--- src/verilog/adfcr_defines.svh ---
`ifndef ADFCR_DEFINES_SVH
`define ADFCR_DEFINES_SVH
`define ADFCR_OFS_ACT_CLK 8'h20
`define ADFCR_OFS_LIM_ROUTE 8'h23
`define ADFCR_OFS_GC_EN 8'h24
`define ADFCR_OFS_PLIM 8'h2B
`define ADFCR_OFS_MIXER 8'h2C
`define ADFCR_OFS_PROT 8'h2D
`define ADFCR_OFS_UVTH 8'h2E
`define ADFCR_RST_CFG 8'h00
`define ADFCR_RST_UVTH 8'hBF
`define ADFCR_WMASK_ACT_CLK 8'hFC
`define ADFCR_WMASK_LIM_ROUTE 8'hF0
`define ADFCR_WMASK_GC_EN 8'hFF
`define ADFCR_WMASK_PLIM 8'hFC
`define ADFCR_WMASK_MIXER 8'hF0
`define ADFCR_WMASK_PROT 8'hFF
`define ADFCR_WMASK_UVTH 8'hFF
`define ADFCR_RMASK_ACT_CLK 8'hF4
`endif

--- src/verilog/adfcr_pkg.sv ---
package adfcr_pkg;
  typedef enum logic [1:0] {
    ADFCR_CLK_OSC = 2'b00,
    ADFCR_CLK_BIT = 2'b01,
    ADFCR_CLK_CTRL_PIN = 2'b10,
    ADFCR_CLK_CUSTOM = 2'b11
  } adfcr_clk_sel_t;
  typedef struct packed {
    logic [7:0] act_clk;
    logic [7:0] lim_route;
    logic [7:0] gc_en;
    logic [7:0] plim;
    logic [7:0] mixer;
    logic [7:0] prot;
    logic [7:0] uvth;
  } adfcr_regs_t;
  typedef struct packed {
    adfcr_regs_t shadow;
    adfcr_regs_t active;
    logic [7:0] rdata;
    logic [2:0] atten;
    logic shutdown;
  } adfcr_state_t;
  typedef struct packed {
    logic wr;
    logic rd;
    logic [7:0] addr;
    logic [7:0] wdata;
  } adfcr_bus_t;
endpackage : adfcr_pkg

--- src/verilog/adfcr_regs.sv ---
`timescale 1ns/1ps
`default_nettype none
`include "adfcr_defines.svh"
module adfcr_regs
  import adfcr_pkg::*;
(
  input wire logic ref_clk, // 20 MHz clock
  input wire logic rstn, // Async reset, active low
  input wire adfcr_bus_t bus, // Control port access
  input wire logic sample_tick, // Sample boundary strobe
  input wire logic gpio_val, // Power limit GPIO level
  input wire logic [2:0] sar_lut_atten, // Attenuation from SAR table
  input wire logic sar_recovered, // SAR says supply recovered
  input wire logic [7:0] sar_vbat, // SAR battery data
  input wire logic [7:0] sar_avdd, // SAR analog supply data
  output logic [7:0] rdata, // Read data, valid cycle after rd
  output adfcr_regs_t cfg_active, // Configuration seen by datapath
  output logic [2:0] plim_atten, // Applied attenuation code
  output logic undervoltage_shutdown // Shutdown request
);
  adfcr_state_t st_r;
  adfcr_state_t st_nxt;
  logic [7:0] sel_sar;
  logic [2:0] target;
  logic [7:0] rd_mux;
  logic addr_mapped;
  always_comb
  begin
    st_nxt = st_r;
    rd_mux = 8'h00;
    addr_mapped = 1'b1;
    if (bus.wr)
    begin
      case (bus.addr)
        `ADFCR_OFS_ACT_CLK: st_nxt.shadow.act_clk = bus.wdata & `ADFCR_WMASK_ACT_CLK;
        `ADFCR_OFS_LIM_ROUTE: st_nxt.shadow.lim_route = bus.wdata & `ADFCR_WMASK_LIM_ROUTE;
        `ADFCR_OFS_GC_EN: st_nxt.shadow.gc_en = bus.wdata & `ADFCR_WMASK_GC_EN;
        `ADFCR_OFS_PLIM: st_nxt.shadow.plim = bus.wdata & `ADFCR_WMASK_PLIM;
        `ADFCR_OFS_MIXER: st_nxt.shadow.mixer = bus.wdata & `ADFCR_WMASK_MIXER;
        `ADFCR_OFS_PROT: st_nxt.shadow.prot = bus.wdata & `ADFCR_WMASK_PROT;
        `ADFCR_OFS_UVTH: st_nxt.shadow.uvth = bus.wdata & `ADFCR_WMASK_UVTH;
        default: st_nxt.shadow = st_r.shadow;
      endcase
    end
    case (bus.addr)
      // Bit 3 of activity register stores but reads zero
      `ADFCR_OFS_ACT_CLK: rd_mux = st_r.shadow.act_clk & `ADFCR_RMASK_ACT_CLK;
      `ADFCR_OFS_LIM_ROUTE: rd_mux = st_r.shadow.lim_route;
      `ADFCR_OFS_GC_EN: rd_mux = st_r.shadow.gc_en;
      `ADFCR_OFS_PLIM: rd_mux = st_r.shadow.plim;
      `ADFCR_OFS_MIXER: rd_mux = st_r.shadow.mixer;
      `ADFCR_OFS_PROT: rd_mux = st_r.shadow.prot;
      `ADFCR_OFS_UVTH: rd_mux = st_r.shadow.uvth;
      default:
      begin
        rd_mux = 8'h00;
        addr_mapped = 1'b0;
      end
    endcase
    if (bus.rd)
    begin
      st_nxt.rdata = rd_mux;
    end
    if (sample_tick)
    begin
      st_nxt.active = st_r.shadow;
    end
    sel_sar = st_r.active.prot[1] ? sar_avdd : sar_vbat;
    target = st_r.active.plim[3] ? sar_lut_atten : (gpio_val ? st_r.active.plim[6:4] : 3'h0);
    if (!st_r.active.plim[7])
    begin
      st_nxt.atten = 3'h0;
    end
    else if (sample_tick)
    begin
      if (target > st_r.atten)
      begin
        st_nxt.atten = target;
      end
      else if (st_r.active.plim[2] && (!gpio_val || sar_recovered))
      begin
        st_nxt.atten = target;
      end
    end
    st_nxt.shutdown = st_r.active.prot[0] && (sel_sar < st_r.active.uvth);
  end
  always_ff @(posedge ref_clk or negedge rstn)
  begin
    if (!rstn)
    begin
      st_r <= {{6{`ADFCR_RST_CFG}}, `ADFCR_RST_UVTH, {6{`ADFCR_RST_CFG}}, `ADFCR_RST_UVTH,
               `ADFCR_RST_CFG, 3'h0, 1'b0};
    end
    else
    begin
      st_r <= st_nxt;
    end
  end
  assign cfg_active = st_r.active;
  assign rdata = st_r.rdata;
  assign plim_atten = st_r.atten;
  assign undervoltage_shutdown = st_r.shutdown;
  atten_off_a: assert property (@(posedge ref_clk) disable iff (!rstn)
    !st_r.active.plim[7] |=> plim_atten == 3'h0) else $error("attenuation while off");
  no_recover_a: assert property (@(posedge ref_clk) disable iff (!rstn)
    (st_r.active.plim[7] && !st_r.active.plim[2] && $stable(st_r.active.plim))
    |=> plim_atten >= $past(plim_atten)) else $error("attenuation fell");
  boundary_a: assert property (@(posedge ref_clk) disable iff (!rstn)
    !sample_tick |=> $stable(cfg_active)) else $error("config changed off boundary");
  reserved_a: assert property (@(posedge ref_clk) disable iff (!rstn)
    st_r.shadow.lim_route[3:0] == 4'h0 && st_r.shadow.plim[1:0] == 2'h0)
    else $error("reserved bit set");
  shut_off_a: assert property (@(posedge ref_clk) disable iff (!rstn)
    !cfg_active.prot[0] |=> !undervoltage_shutdown) else $error("shutdown while off");
  shut_on_a: assert property (@(posedge ref_clk) disable iff (!rstn)
    (cfg_active.prot[0] && !cfg_active.prot[1] && sar_vbat < cfg_active.uvth)
    |=> undervoltage_shutdown) else $error("missed shutdown");
  gpio_src_a: assert property (@(posedge ref_clk) disable iff (!rstn)
    (sample_tick && cfg_active.plim[7] && !cfg_active.plim[3] && gpio_val
    && cfg_active.plim[6:4] > plim_atten) |=> plim_atten == $past(cfg_active.plim[6:4]))
    else $error("gpio attenuation not applied");
  readback_a: assert property (@(posedge ref_clk) disable iff (!rstn)
    (bus.rd && bus.addr == `ADFCR_OFS_GC_EN) |=> rdata == $past(st_r.shadow.gc_en))
    else $error("readback wrong");
  wr_actclk_a: assert property (@(posedge ref_clk) disable iff (!rstn)
    bus.wr && bus.addr == `ADFCR_OFS_ACT_CLK
    |=> st_r.shadow.act_clk == ($past(bus.wdata) & `ADFCR_WMASK_ACT_CLK))
    else $error("activity write lost");
  wr_limroute_a: assert property (@(posedge ref_clk) disable iff (!rstn)
    bus.wr && bus.addr == `ADFCR_OFS_LIM_ROUTE
    |=> st_r.shadow.lim_route == ($past(bus.wdata) & `ADFCR_WMASK_LIM_ROUTE))
    else $error("limiter write lost");
  wr_gcen_a: assert property (@(posedge ref_clk) disable iff (!rstn)
    bus.wr && bus.addr == `ADFCR_OFS_GC_EN
    |=> st_r.shadow.gc_en == ($past(bus.wdata) & `ADFCR_WMASK_GC_EN))
    else $error("channel enable write lost");
  wr_plim_a: assert property (@(posedge ref_clk) disable iff (!rstn)
    bus.wr && bus.addr == `ADFCR_OFS_PLIM
    |=> st_r.shadow.plim == ($past(bus.wdata) & `ADFCR_WMASK_PLIM))
    else $error("power limiter write lost");
  wr_mixer_a: assert property (@(posedge ref_clk) disable iff (!rstn)
    bus.wr && bus.addr == `ADFCR_OFS_MIXER
    |=> st_r.shadow.mixer == ($past(bus.wdata) & `ADFCR_WMASK_MIXER))
    else $error("mixer write lost");
  wr_prot_a: assert property (@(posedge ref_clk) disable iff (!rstn)
    bus.wr && bus.addr == `ADFCR_OFS_PROT
    |=> st_r.shadow.prot == ($past(bus.wdata) & `ADFCR_WMASK_PROT))
    else $error("protection write lost");
  wr_uvth_a: assert property (@(posedge ref_clk) disable iff (!rstn)
    bus.wr && bus.addr == `ADFCR_OFS_UVTH
    |=> st_r.shadow.uvth == ($past(bus.wdata) & `ADFCR_WMASK_UVTH))
    else $error("threshold write lost");
  wr_unmapped_a: assert property (@(posedge ref_clk) disable iff (!rstn)
    bus.wr && !addr_mapped
    |=> $stable(st_r.shadow))
    else $error("unmapped write stored");
  rd_unmapped_a: assert property (@(posedge ref_clk) disable iff (!rstn)
    bus.rd && !addr_mapped
    |=> rdata == 8'h00)
    else $error("unmapped read not zero");
  rd_actclk_a: assert property (@(posedge ref_clk) disable iff (!rstn)
    bus.rd && bus.addr == `ADFCR_OFS_ACT_CLK
    |=> rdata == ($past(st_r.shadow.act_clk) & `ADFCR_RMASK_ACT_CLK))
    else $error("activity readback wrong");
  rd_limroute_a: assert property (@(posedge ref_clk) disable iff (!rstn)
    bus.rd && bus.addr == `ADFCR_OFS_LIM_ROUTE
    |=> rdata == $past(st_r.shadow.lim_route))
    else $error("limiter readback wrong");
  rd_plim_a: assert property (@(posedge ref_clk) disable iff (!rstn)
    bus.rd && bus.addr == `ADFCR_OFS_PLIM
    |=> rdata == $past(st_r.shadow.plim))
    else $error("power limiter readback wrong");
  rd_mixer_a: assert property (@(posedge ref_clk) disable iff (!rstn)
    bus.rd && bus.addr == `ADFCR_OFS_MIXER
    |=> rdata == $past(st_r.shadow.mixer))
    else $error("mixer readback wrong");
  rd_prot_a: assert property (@(posedge ref_clk) disable iff (!rstn)
    bus.rd && bus.addr == `ADFCR_OFS_PROT
    |=> rdata == $past(st_r.shadow.prot))
    else $error("protection readback wrong");
  rd_uvth_a: assert property (@(posedge ref_clk) disable iff (!rstn)
    bus.rd && bus.addr == `ADFCR_OFS_UVTH
    |=> rdata == $past(st_r.shadow.uvth))
    else $error("threshold readback wrong");
  clk_sel_a: assert property (@(posedge ref_clk) disable iff (!rstn)
    sample_tick
    |=> cfg_active.act_clk[7:6] == $past(st_r.shadow.act_clk[7:6]))
    else $error("clock select not applied");
  clk_rate_a: assert property (@(posedge ref_clk) disable iff (!rstn)
    sample_tick
    |=> cfg_active.act_clk[5:4] == $past(st_r.shadow.act_clk[5:4]))
    else $error("clock rate not applied");
  phase_one_a: assert property (@(posedge ref_clk) disable iff (!rstn)
    sample_tick
    |=> cfg_active.act_clk[2] == $past(st_r.shadow.act_clk[2]))
    else $error("phase one enable not applied");
  lim_input_a: assert property (@(posedge ref_clk) disable iff (!rstn)
    sample_tick
    |=> cfg_active.lim_route[7:6] == $past(st_r.shadow.lim_route[7:6]))
    else $error("limiter input not applied");
  lim_output_a: assert property (@(posedge ref_clk) disable iff (!rstn)
    sample_tick
    |=> cfg_active.lim_route[5:4] == $past(st_r.shadow.lim_route[5:4]))
    else $error("limiter output not applied");
  gain_en_a: assert property (@(posedge ref_clk) disable iff (!rstn)
    sample_tick
    |=> cfg_active.gc_en[7:4] == $past(st_r.shadow.gc_en[7:4]))
    else $error("gain enables not applied");
  comp_en_a: assert property (@(posedge ref_clk) disable iff (!rstn)
    sample_tick
    |=> cfg_active.gc_en[3:0] == $past(st_r.shadow.gc_en[3:0]))
    else $error("compression enables not applied");
  plim_en_a: assert property (@(posedge ref_clk) disable iff (!rstn)
    sample_tick
    |=> cfg_active.plim[7] == $past(st_r.shadow.plim[7]))
    else $error("limiter enable not applied");
  atten_field_a: assert property (@(posedge ref_clk) disable iff (!rstn)
    sample_tick
    |=> cfg_active.plim[6:4] == $past(st_r.shadow.plim[6:4]))
    else $error("attenuation field not applied");
  atten_src_a: assert property (@(posedge ref_clk) disable iff (!rstn)
    sample_tick
    |=> cfg_active.plim[3] == $past(st_r.shadow.plim[3]))
    else $error("attenuation source not applied");
  recover_bit_a: assert property (@(posedge ref_clk) disable iff (!rstn)
    sample_tick
    |=> cfg_active.plim[2] == $past(st_r.shadow.plim[2]))
    else $error("recovery bit not applied");
  mixer_en_a: assert property (@(posedge ref_clk) disable iff (!rstn)
    sample_tick
    |=> cfg_active.mixer[7:4] == $past(st_r.shadow.mixer[7:4]))
    else $error("mixer enables not applied");
  distortion_en_a: assert property (@(posedge ref_clk) disable iff (!rstn)
    sample_tick
    |=> cfg_active.prot[7] == $past(st_r.shadow.prot[7]))
    else $error("distortion enable not applied");
  battery_en_a: assert property (@(posedge ref_clk) disable iff (!rstn)
    sample_tick
    |=> cfg_active.prot[6] == $past(st_r.shadow.prot[6]))
    else $error("battery protection not applied");
  thermal_en_a: assert property (@(posedge ref_clk) disable iff (!rstn)
    sample_tick
    |=> cfg_active.prot[5] == $past(st_r.shadow.prot[5]))
    else $error("thermal rollback not applied");
  global_comp_a: assert property (@(posedge ref_clk) disable iff (!rstn)
    sample_tick
    |=> cfg_active.prot[4] == $past(st_r.shadow.prot[4]))
    else $error("global compression not applied");
  generator_en_a: assert property (@(posedge ref_clk) disable iff (!rstn)
    sample_tick
    |=> cfg_active.prot[3:2] == $past(st_r.shadow.prot[3:2]))
    else $error("generator enables not applied");
  sar_choice_a: assert property (@(posedge ref_clk) disable iff (!rstn)
    sample_tick
    |=> cfg_active.prot[1] == $past(st_r.shadow.prot[1]))
    else $error("SAR choice not applied");
  shut_en_a: assert property (@(posedge ref_clk) disable iff (!rstn)
    sample_tick
    |=> cfg_active.prot[0] == $past(st_r.shadow.prot[0]))
    else $error("shutdown enable not applied");
  uvth_apply_a: assert property (@(posedge ref_clk) disable iff (!rstn)
    sample_tick
    |=> cfg_active.uvth == $past(st_r.shadow.uvth))
    else $error("threshold not applied");
  recover_drop_a: assert property (@(posedge ref_clk) disable iff (!rstn)
    sample_tick && cfg_active.plim[7] && cfg_active.plim[2] && !cfg_active.plim[3] && !gpio_val
    |=> plim_atten == 3'h0)
    else $error("attenuation did not recover");
  lut_src_a: assert property (@(posedge ref_clk) disable iff (!rstn)
    sample_tick && cfg_active.plim[7] && cfg_active.plim[3] && sar_lut_atten > plim_atten
    |=> plim_atten == $past(sar_lut_atten))
    else $error("table attenuation not applied");
  avdd_shut_a: assert property (@(posedge ref_clk) disable iff (!rstn)
    cfg_active.prot[0] && cfg_active.prot[1] && sar_avdd < cfg_active.uvth
    |=> undervoltage_shutdown)
    else $error("missed supply shutdown");
  shut_clear_a: assert property (@(posedge ref_clk) disable iff (!rstn)
    cfg_active.prot[0] && !cfg_active.prot[1] && sar_vbat >= cfg_active.uvth
    |=> !undervoltage_shutdown)
    else $error("shutdown above threshold");
  atten_hold_a: assert property (@(posedge ref_clk) disable iff (!rstn)
    !sample_tick && cfg_active.plim[7]
    |=> $stable(plim_atten))
    else $error("attenuation changed off boundary");
endmodule : adfcr_regs
`default_nettype wire
--- config.mk ---
export PLATFORM = sky130hd
export DESIGN_NAME = adfcr_regs
export DESIGN_NICKNAME = d
export VERILOG_FILES = /design/src/verilog/adfcr_pkg.sv /design/src/verilog/adfcr_regs.sv
export VERILOG_INCLUDE_DIRS = /design/src /design/src/verilog
export SDC_FILE = /design/constraint.sdc
export NUM_CORES = 1
export LEC_CHECK = 0
export BUFFER_PORTS_ARGS = -buffer_cell sky130_fd_sc_hd__buf_2
export CAP_MARGIN = 15
export CORE_MARGIN = 1.5
export CORE_UTILIZATION = 40
export CTS_CLUSTER_DIAMETER = 60
export DETAILED_ROUTE_END_ITERATION = 16
export GPL_TIMING_DRIVEN = 1
export PLACE_DENSITY = 0.66
export SLEW_MARGIN = 20
export SYNTH_ARGS = -nofsm -noshare
export SYNTH_HDL_FRONTEND = slang
export SYNTH_SLANG_ARGS = --single-unit
--- constraint.sdc ---
create_clock -name ref_clk -period 2.8 [get_ports ref_clk]
set_input_delay 0.84 -clock ref_clk [delete_from_list [all_inputs] [get_ports ref_clk]]
set_output_delay 0.84 -clock ref_clk [all_outputs]
set_load 0.01 [all_outputs]
==> impl_metrics.env, run 1 <==
export IMPL_cp_slowest_stage_delay_ps=370
export IMPL_outcome="finished, final reports clean"
export IMPL_worstMarginPinSlew_ps=630
export IMPL_worst_slack_ps=471
export IMPL_gp_congestion=0.829
export IMPL_pwr_density_cell_nw_per_um2=566
export IMPL_drc_errors=0
export IMPL_cts_buffers_inserted=9
export IMPL_ir_worst_vdd_mv=0.352
export IMPL_routed_len_inst_um=17.2
export IMPL_cp_cell_sequence="buf_2 > nand2_1 > o21ai_0 > ha_1 > nor2b_1 > o21ai_0 > nand2b_1 > a31oi_1 > mux2_2"
export IMPL_floorplan_initialDensity_pct=41.6
export IMPL_timing_max_cap_violations=0
export IMPL_share_seq_of_total_power_pct=49.2
export IMPL_grt_first_pass_wirelength_mm=17.1
export IMPL_place_hpwl_mm=8.15
export IMPL_synth_area_per_cell_um2=12.1
export IMPL_synthMostInstantiatedCell="dfrtp_1"
export IMPL_post_cts_resize_count=0
export IMPL_grt_antenna_before_repair=0
export IMPL_maxSlewHeadroom_pct=58.0
export IMPL_grt_max_degree=52
export IMPL_average_via_count_per_standard_cell=5.08
export IMPL_clk_root_buffer_cell="clkbuf_16"
export IMPL_synth_area_um2=5080
export IMPL_total_leakage_power_uw=0.00284
export IMPL_drt_first_iter_violations=156
export IMPL_final_antenna_net_count=0
export IMPL_timing_critical_path_arrival_ps=2540
export IMPL_timing_critical_path_to_type="flip-flop"
export IMPL_floorplan_io_pins=110
export IMPL_comb_power_share_pct=9.9
export IMPL_power_switching_fraction_pct=23.4
export IMPL_die_area_um2=13400
export IMPL_seq_area_frac_synth_pct=49.6
export IMPL_cts_sink_count=100
export IMPL_clockPowerShare_pct=40.9
export IMPL_crit_buf_inv=1
export IMPL_post_route_util_pct=46.2
export IMPL_placement_cell_area_um2=5330
export IMPL_clk_pin_slew_ps=60
export IMPL_post_synth_main_area_contributors="dfrtp_1 42%, mux2_2 19%, buf_4 9.9%, dfstp_2 7.2%, ha_1 2.5%"
export IMPL_finalMaxSlewViolations=0
export IMPL_drtPass1Iterations=4
export IMPL_hp_class="flip-flop to flip-flop"
export IMPL_yosys_most_used_dff="dfrtp_1"
export IMPL_synthToLayoutAreaGrowth_pct=11.1
export IMPL_post_route_period_util_pct=83.2
export IMPL_rsz0062_at_grt="no"
export IMPL_finalHoldViolations=0
export IMPL_design_area_um2=5650
export IMPL_synth_edf_count=0
export IMPL_internal_power_uw=2450
export IMPL_die_height_um=116
export IMPL_psw_uw=746
export IMPL_drive_gt1_share_pct=48.6
export IMPL_antenna_cells_inserted=0
export IMPL_synth_seq_cells=100
export IMPL_synth_distinct_cells=40
export IMPL_core_um2=12200
export IMPL_grt_remaining_overflow=0
export IMPL_postCtsHoldBufs=0
export IMPL_totalWireLength_mm=10.9
export IMPL_worst_path_max_fanout=3
export IMPL_vias=3236
export IMPL_synthDominantCellAreaShare_pct=42.3
export IMPL_worst_skew_pair_late_latency_ps=330
export IMPL_htree_levels=3
export IMPL_finalWorstPathRequiredPeriod_ps=2330
export IMPL_layout_nets=516
export IMPL_worst_setup_path_start_kind="input port"
export IMPL_cts_buffer_depth=2
export IMPL_async_flop_share_pct=100
export IMPL_cp_data_required_time_ps=3020
export IMPL_synth_largest_area_cell="dfrtp_1"
export IMPL_path_common_cell="o21ai_0"
export IMPL_pre_cts_ws_ps=159
export IMPL_row_count=40
export IMPL_clock_tree_skew_after_final_layout_ps=6.89
export IMPL_netlist_instances=421
export IMPL_tritoncts="yes"
export IMPL_synth_top_cells_by_count="86 x dfrtp_1, 85 x mux2_2, 67 x buf_4"
export IMPL_type_of_the_worst_setup_path="input port to flip-flop"
export IMPL_fin_setup_tns_ps=0
export IMPL_grt_pass1_vias=3206
export IMPL_placement_io_buffers=97
export IMPL_post_cts_buffers=0
export IMPL_timing_critical_path_max_delay_family="compound AO/OA/AOI/OAI gates"
export IMPL_critPathSlowestCell="mux2_2"
export IMPL_total_power_uw=3190
export IMPL_grt_usage_pct=16.8
export IMPL_timing_final_setup_violations=0
export IMPL_fmax_mhz=429
export IMPL_die_w_um=116
export IMPL_number_of_warnings_reported_in_the_yosys_synthesis_log=0
-- layer usage --
metal,part of all wire (%),wire [um],vias to the layer above,global-route usage [%]
met5,0,0,-,0
met4,1.4,156,0,5.20
met3,5.2,574,13,3.35
met2,48,5290,107,27.4
met1,45,4920,1625,22.8
li1,-,-,1491,-
-- area by class of cell --
| type | instances | area, um^2 |
|---|---|---|
| clock buffer | 10 | 229 |
| clock inverter | 6 | 88.8 |
| fill | 1154 | 6570 |
| inverter | 14 | 52.6 |
| multi-input combinational | 233 | 1980 |
| sequential | 100 | 2520 |
| tap | 168 | 210 |
| timing repair buffer | 106 | 568 |
-- registers in the layout, indices dropped and copies added (netlist names) --
signal and flops:
cfg_active 44, rdata 8, undervoltage_shutdown 1, plim_atten 3
st_r 44
-- logic make-up after synthesis --
family / after synthesis / share of synthesized area (%)
other: 1 / 0.0738
buffers and inverters: 99 / 12.4
muxes: 97 / 21.6
adders and majority gates: 10 / 2.46
and+or+nand+nor: 59 / 6.50
AOI/OAI and AO/OA: 55 / 7.46
DFF: 100 / 49.6
-- placed cells by master (no fill, tap or decap), types with 4 or more instances in the layout --
cell type  synthesis  layout
a22oi_1            8       8
mux2_2            85      85
and3_1             8       8
o22ai_1            4       4
a21oi_1            8       8
inv_1             14      14
nand2_1           17      17
clkbuf_16          0       9
o221ai_1           4       4
conb_1             1      12
dfstp_2           14      14
mux2i_1            8       8
buf_4             67       9
nand2b_1           6       6
nand4_1            4       4
nor2_1             9       9
o21ai_0           12      12
buf_2              4      96
nor2b_1            6       6
a22o_1             4       4
dfrtp_1           86      86
ha_1              10      10
mux2_4             4       4
-- worst reg2reg max path: stages (launching register included) --
cell and delay [ps]:
dfrtp_1 440, o21ai_0 280, ha_1 300, nor2b_1 130
o21ai_0 150, nand2b_1 90, a31oi_1 290, mux2_2 380
-- worst paths after layout --
check | startpoint | to | slack [ps] | depth (start not counted)
min in group asynchronous | rstn | cfg_active[52] | 520 | 1
max reg2reg | cfg_active[27] | plim_atten[0] | 640 | 7
max | gpio_val | plim_atten[0] | 470 | 9
min | st_r[72] | cfg_active[4] | 500 | 2
max in group asynchronous | rstn | st_r[70] | 1580 | 2
min reg2reg | st_r[72] | cfg_active[4] | 500 | 2
-- stage by stage --
stage	hold WS [ps]	std cells
after floorplan	464	432
after global placement	487	621
after detailed placement	489	621
after CTS	507	637
after global routing	518	637
final	501	637
-- power by group through the flow --
stage / Combinational (uW) / Sequential [uW] / Clock (uW)
final: 318 / 1570 / 1300
after global routing: 353 / 1580 / 1390
after CTS: 323 / 1570 / 1340
after detailed placement: 322 / 1600 / 0
after global placement: 311 / 1590 / 0
after floorplan: 243 / 1570 / 0
Power figures use the tool's default switching activity.
==> run 2, diff against run 1 <==
--- a/config.mk
+++ b/config.mk
@@ -13,7 +13,7 @@
 export CTS_CLUSTER_DIAMETER = 60
 export DETAILED_ROUTE_END_ITERATION = 16
 export GPL_TIMING_DRIVEN = 1
-export PLACE_DENSITY = 0.66
+export PLACE_DENSITY = 0.68
 export SLEW_MARGIN = 20
 export SYNTH_ARGS = -nofsm -noshare
 export SYNTH_HDL_FRONTEND = slang
==> constraint.sdc (replaced) <==
create_clock -name ref_clk -period 2 [get_ports ref_clk]
set_input_delay 0.6 -clock ref_clk [delete_from_list [all_inputs] [get_ports ref_clk]]
set_output_delay 0.6 -clock ref_clk [all_outputs]
set_load 0.01 [all_outputs]
==> impl_metrics.env, run 2 (synthesis results as in run 1) <==
export IMPL_outcome="finished, final reports clean"
export IMPL_grt_usage_pct=17.8
export IMPL_clock_tree_skew_after_final_layout_ps=6.79
export IMPL_worst_path_max_fanout=7
export IMPL_fmax_mhz=522
export IMPL_timing_critical_path_arrival_ps=2150
export IMPL_routed_len_inst_um=16.9
export IMPL_postCtsHoldBufs=0
export IMPL_tritoncts="yes"
export IMPL_finish_cell_count_without_fillers=665
export IMPL_cts_sink_count=100
export IMPL_die_height_um=116
export IMPL_layout_area_seq_um2=2520
export IMPL_grt_pass1_vias=3478
export IMPL_row_count=40
export IMPL_filler_cell_count=1139
export IMPL_timing_final_setup_violations=0
export IMPL_finalHoldViolations=0
export IMPL_drtPass1Iterations=5
export IMPL_vias=3341
export IMPL_hp_class="input port to async pin"
export IMPL_grt_first_pass_wirelength_mm=18.0
export IMPL_finalWorstPathRequiredPeriod_ps=1910
export IMPL_grt_antenna_before_repair=1
export IMPL_clk_root_buffer_cell="clkbuf_16"
export IMPL_commonest_non_fill_non_tap_cell_in_the_layout="buf_2"
export IMPL_cts_buffer_depth=2
export IMPL_type_of_the_worst_setup_path="flip-flop to flip-flop"
export IMPL_fin_setup_tns_ps=0
export IMPL_synthToLayoutAreaGrowth_pct=15.0
export IMPL_drc_errors=0
export IMPL_floorplan_io_pins=110
export IMPL_top_library_cells_by_usage_in_the_layout_fill_and_taps_aside="96 x buf_2, 85 x mux2_2, 85 x dfrtp_1, 35 x buf_4, 17 x nand2_1"
export IMPL_cp_data_required_time_ps=2240
export IMPL_final_antenna_net_count=0
export IMPL_timing_max_cap_violations=0
export IMPL_post_route_period_util_pct=95.7
export IMPL_timing_critical_path_to_type="flip-flop"
export IMPL_total_leakage_power_uw=0.00297
export IMPL_timing_hold_ws_ps=215
export IMPL_htree_levels=3
export IMPL_maxSlewHeadroom_pct=34.4
export IMPL_layout_nets=543
export IMPL_cts_buffers_inserted=9
export IMPL_floorplan_initialDensity_pct=41.6
export IMPL_rsz0062_at_grt="no"
export IMPL_grt_remaining_overflow=0
export IMPL_multiInputGateArea_um2=2000
export IMPL_totalWireLength_mm=11.3
export IMPL_die_area_um2=13400
export IMPL_place_hpwl_mm=8.65
export IMPL_drive_gt1_share_pct=51.8
export IMPL_grt_max_degree=38
export IMPL_placement_io_buffers=97
export IMPL_worst_setup_path_start_kind="flip-flop"
export IMPL_pwr_density_cell_nw_per_um2=741
export IMPL_clk_pin_slew_ps=70
export IMPL_worstMarginPinSlew_ps=968
export IMPL_drt_first_iter_violations=137
export IMPL_gp_congestion=0.857
export IMPL_finalMaxSlewViolations=0
export IMPL_average_via_count_per_standard_cell=5.02
export IMPL_ir_worst_vdd_mv=0.542
export IMPL_worst_skew_pair_late_latency_ps=350
export IMPL_post_cts_buffers=0
export IMPL_core_um2=12200
export IMPL_dp_cells=648
export IMPL_die_w_um=116
[run 2: through the flow]
stage	setup slack, ps	cell area [um^2]	util, %	total power [uW]
2_1_floorplan	-121	5140	-	2550
3_3_place_gp	-230	5560	45.5	2700
3_5_place_dp	-288	5560	45.5	2720
4_1_cts	51.7	5840	47.8	4380
5_1_grt	1.85	5850	47.9	4530
6_report	85.6	5850	47.9	4330
[run 2: power by group]
| group | switching [uW] | internal, uW |
|---|---|---|
| sequential | 70.8 | 2130 |
| combinational | 255 | 230 |
| clock | 736 | 912 |
| total | 1060 | 3270 |
[run 2: worst paths after layout]
path	depth (start not counted)	end	start	slack [ps]
worst max-delay path	8	plim_atten[0]	cfg_active[27]	90
worst min-delay path	1	cfg_active[51]	rstn	210
worst min register to register	2	rdata[5]	rdata[5]	500
max in group asynchronous	2	st_r[70]	rstn	1140
worst max register to register	8	plim_atten[0]	cfg_active[27]	90
min in group ref_clk	2	rdata[5]	rdata[5]	500
[run 2: per-layer routing]
metal  vias to the layer above  part of all wire, %  GRT usage [%]
met3                        23                  5.1           4.50
met5                         -                    0              0
met2                       106                   47           29.0
met4                         0                  2.6           7.32
li1                       1546                    -              -
met1                      1666                   45           22.8
[run 2: final cells by class]
class	count	share of cell area, %
Antenna cell	1	0.0428
Inverter	14	0.899
Clock buffer	13	4.45
Multi-Input combinational cell	233	34.1
Tap cell	168	3.60
Sequential cell	100	43.1
Clock inverter	3	0.364
Timing Repair Buffer	133	13.4
[run 2: timing repair]
item | CTS | global route
hold endpoints to repair | 0 | 0
resized for setup | 1 | 2
endpoints found under the setup margin | 1 | 3
[run 2: worst max-delay path, cell delays in order (launching register included)]
cell and delay, ps:
dfrtp_2 450, nand2_1 90, o21ai_2 60, ha_1 280, nor2b_1 130, o21ai_0 150
nand2b_1 120, a31oi_4 180, mux2_2 340
==> run 3, diff against run 2 <==
--- a/config.mk
+++ b/config.mk
@@ -13,6 +13,7 @@
 export CTS_CLUSTER_DIAMETER = 60
 export DETAILED_ROUTE_END_ITERATION = 16
 export GPL_TIMING_DRIVEN = 1
+export MAX_ROUTING_LAYER = met4
 export PLACE_DENSITY = 0.68
 export SLEW_MARGIN = 20
 export SYNTH_ARGS = -nofsm -noshare
==> impl_metrics.env, run 3 (synthesis results as in run 1) <==
export IMPL_grt_antenna_before_repair=1
export IMPL_routed_len_inst_um=17.0
export IMPL_tritoncts="yes"
export IMPL_filler_cell_count=1139
export IMPL_die_height_um=116
export IMPL_htree_levels=3
export IMPL_crit_start="cfg_active[27]"
export IMPL_gp_congestion=0.870
export IMPL_drt_first_iter_violations=147
export IMPL_finalHoldViolations=0
export IMPL_finalMaxSlewViolations=0
export IMPL_grt_remaining_overflow=0
export IMPL_commonest_non_fill_non_tap_cell_in_the_layout="buf_2"
export IMPL_floorplan_io_pins=110
export IMPL_grt_usage_pct=18.4
export IMPL_pwr_density_cell_nw_per_um2=740
export IMPL_outcome="finished, final reports clean"
export IMPL_total_leakage_power_uw=0.00297
export IMPL_placement_io_buffers=97
export IMPL_drive_gt1_share_pct=51.8
export IMPL_rr_worst_depth=8
export IMPL_worst_path_max_fanout=7
export IMPL_r2r_start="cfg_active[27]"
export IMPL_post_route_util_pct=47.9
export IMPL_final_antenna_net_count=0
export IMPL_cts_sink_count=100
export IMPL_grt_first_pass_wirelength_mm=18.0
export IMPL_reg_to_reg_slack_setup_ps=90
export IMPL_cp_data_required_time_ps=2240
export IMPL_die_area_um2=13400
export IMPL_post_route_period_util_pct=95.7
export IMPL_finalWorstPathRequiredPeriod_ps=1910
export IMPL_worst_skew_pair_late_latency_ps=350
export IMPL_pre_cts_ws_ps=-288
export IMPL_floorplan_initialDensity_pct=41.6
export IMPL_cts_buffers_inserted=9
export IMPL_grt_max_degree=38
export IMPL_timing_critical_path_arrival_ps=2150
export IMPL_core_um2=12200
export IMPL_timing_max_cap_violations=0
export IMPL_worst_setup_path_start_kind="flip-flop"
export IMPL_ir_worst_vdd_mv=0.541
export IMPL_clk_pin_slew_ps=70
export IMPL_timing_final_setup_violations=0
export IMPL_layout_nets=543
export IMPL_layout_area_seq_um2=2520
export IMPL_place_hpwl_mm=8.65
export IMPL_worstMarginPinSlew_ps=969
export IMPL_type_of_the_worst_setup_path="flip-flop to flip-flop"
export IMPL_fin_setup_tns_ps=0
export IMPL_fmax_mhz=523
export IMPL_timing_critical_path_to_type="flip-flop"
export IMPL_totalWireLength_mm=11.3
export IMPL_synthToLayoutAreaGrowth_pct=15.0
export IMPL_drc_errors=0
export IMPL_drtPass1Iterations=4
export IMPL_top_library_cells_by_usage_in_the_layout_fill_and_taps_aside="96 x buf_2, 85 x mux2_2, 85 x dfrtp_1, 35 x buf_4, 17 x nand2_1"
export IMPL_maxSlewHeadroom_pct=34.4
export IMPL_clk_root_buffer_cell="clkbuf_16"
export IMPL_regToRegEndpoint="plim_atten[0]"
export IMPL_average_via_count_per_standard_cell=5.03
export IMPL_timing_hold_ws_ps=217
export IMPL_cts_buffer_depth=2
export IMPL_multiInputGateArea_um2=2000
export IMPL_clock_tree_skew_after_final_layout_ps=6.16
export IMPL_die_w_um=116
export IMPL_vias=3346
export IMPL_total_power_uw=4330
export IMPL_row_count=40
export IMPL_grt_pass1_vias=3469
export IMPL_hp_class="input port to async pin"
export IMPL_rsz0062_at_grt="no"
export IMPL_worst_slack_ps=86.8
[run 3: cell counts in the layout (fill, tap and decap cells not counted)]
No cell type changed its count.
[run 3: worst max path at each step]
stage | endpoint | slack [ps] | cells after the start
after floorplan | st_r[112] | -120 | 5
after global placement | plim_atten[0] | -230 | 9
after detailed placement | plim_atten[0] | -290 | 9
after CTS | plim_atten[0] | 50 | 7
after global routing | plim_atten[0] | 2 | 8
final | plim_atten[0] | 90 | 8
[run 3: power by group]
group	total [uW]	internal, uW	switching (uW)
registers	2200	2130	71.1
logic	486	230	256
clock network	1640	912	730
[run 3: repair_timing]
item / 4_1_cts / 5_1_grt
hold buffers: 0 / 0
buffers inserted: 0 / 0
setup endpoints to repair: 1 / 3
gates resized for setup: 1 / 2
[run 3: cell type report]
cell class,count,area share (%)
sequential,100,43.1
multi-input combinational,233,34.1
timing repair buffer,133,13.4
clock buffer,13,4.45
tap,168,3.60
inverter,14,0.899
clock inverter,3,0.364
antenna,1,0.0428
[run 3: routing by layer]
layer  GRT usage, %  vias to the layer above  wire (um)
met2           29.0                      103       5350
met1           23.2                     1674       5130
met3           4.18                       18        550
li1               -                     1551          -
met4           7.07                        0        263
met5              -                        -          0
[run 3: worst max-delay path: stages, from the launching register on]
cell      delay [ps]
dfrtp_2          450
nand2_1           90
o21ai_2           60
ha_1             280
nor2b_1          130
o21ai_0          150
nand2b_1         120
a31oi_4          180
mux2_2           340
[run 3: per-stage QoR]
stage,cells,instance area (um^2)
after floorplan,432,5140
after global placement,648,5560
after detailed placement,648,5560
after CTS,664,5840
after global routing,665,5850
final,665,5850
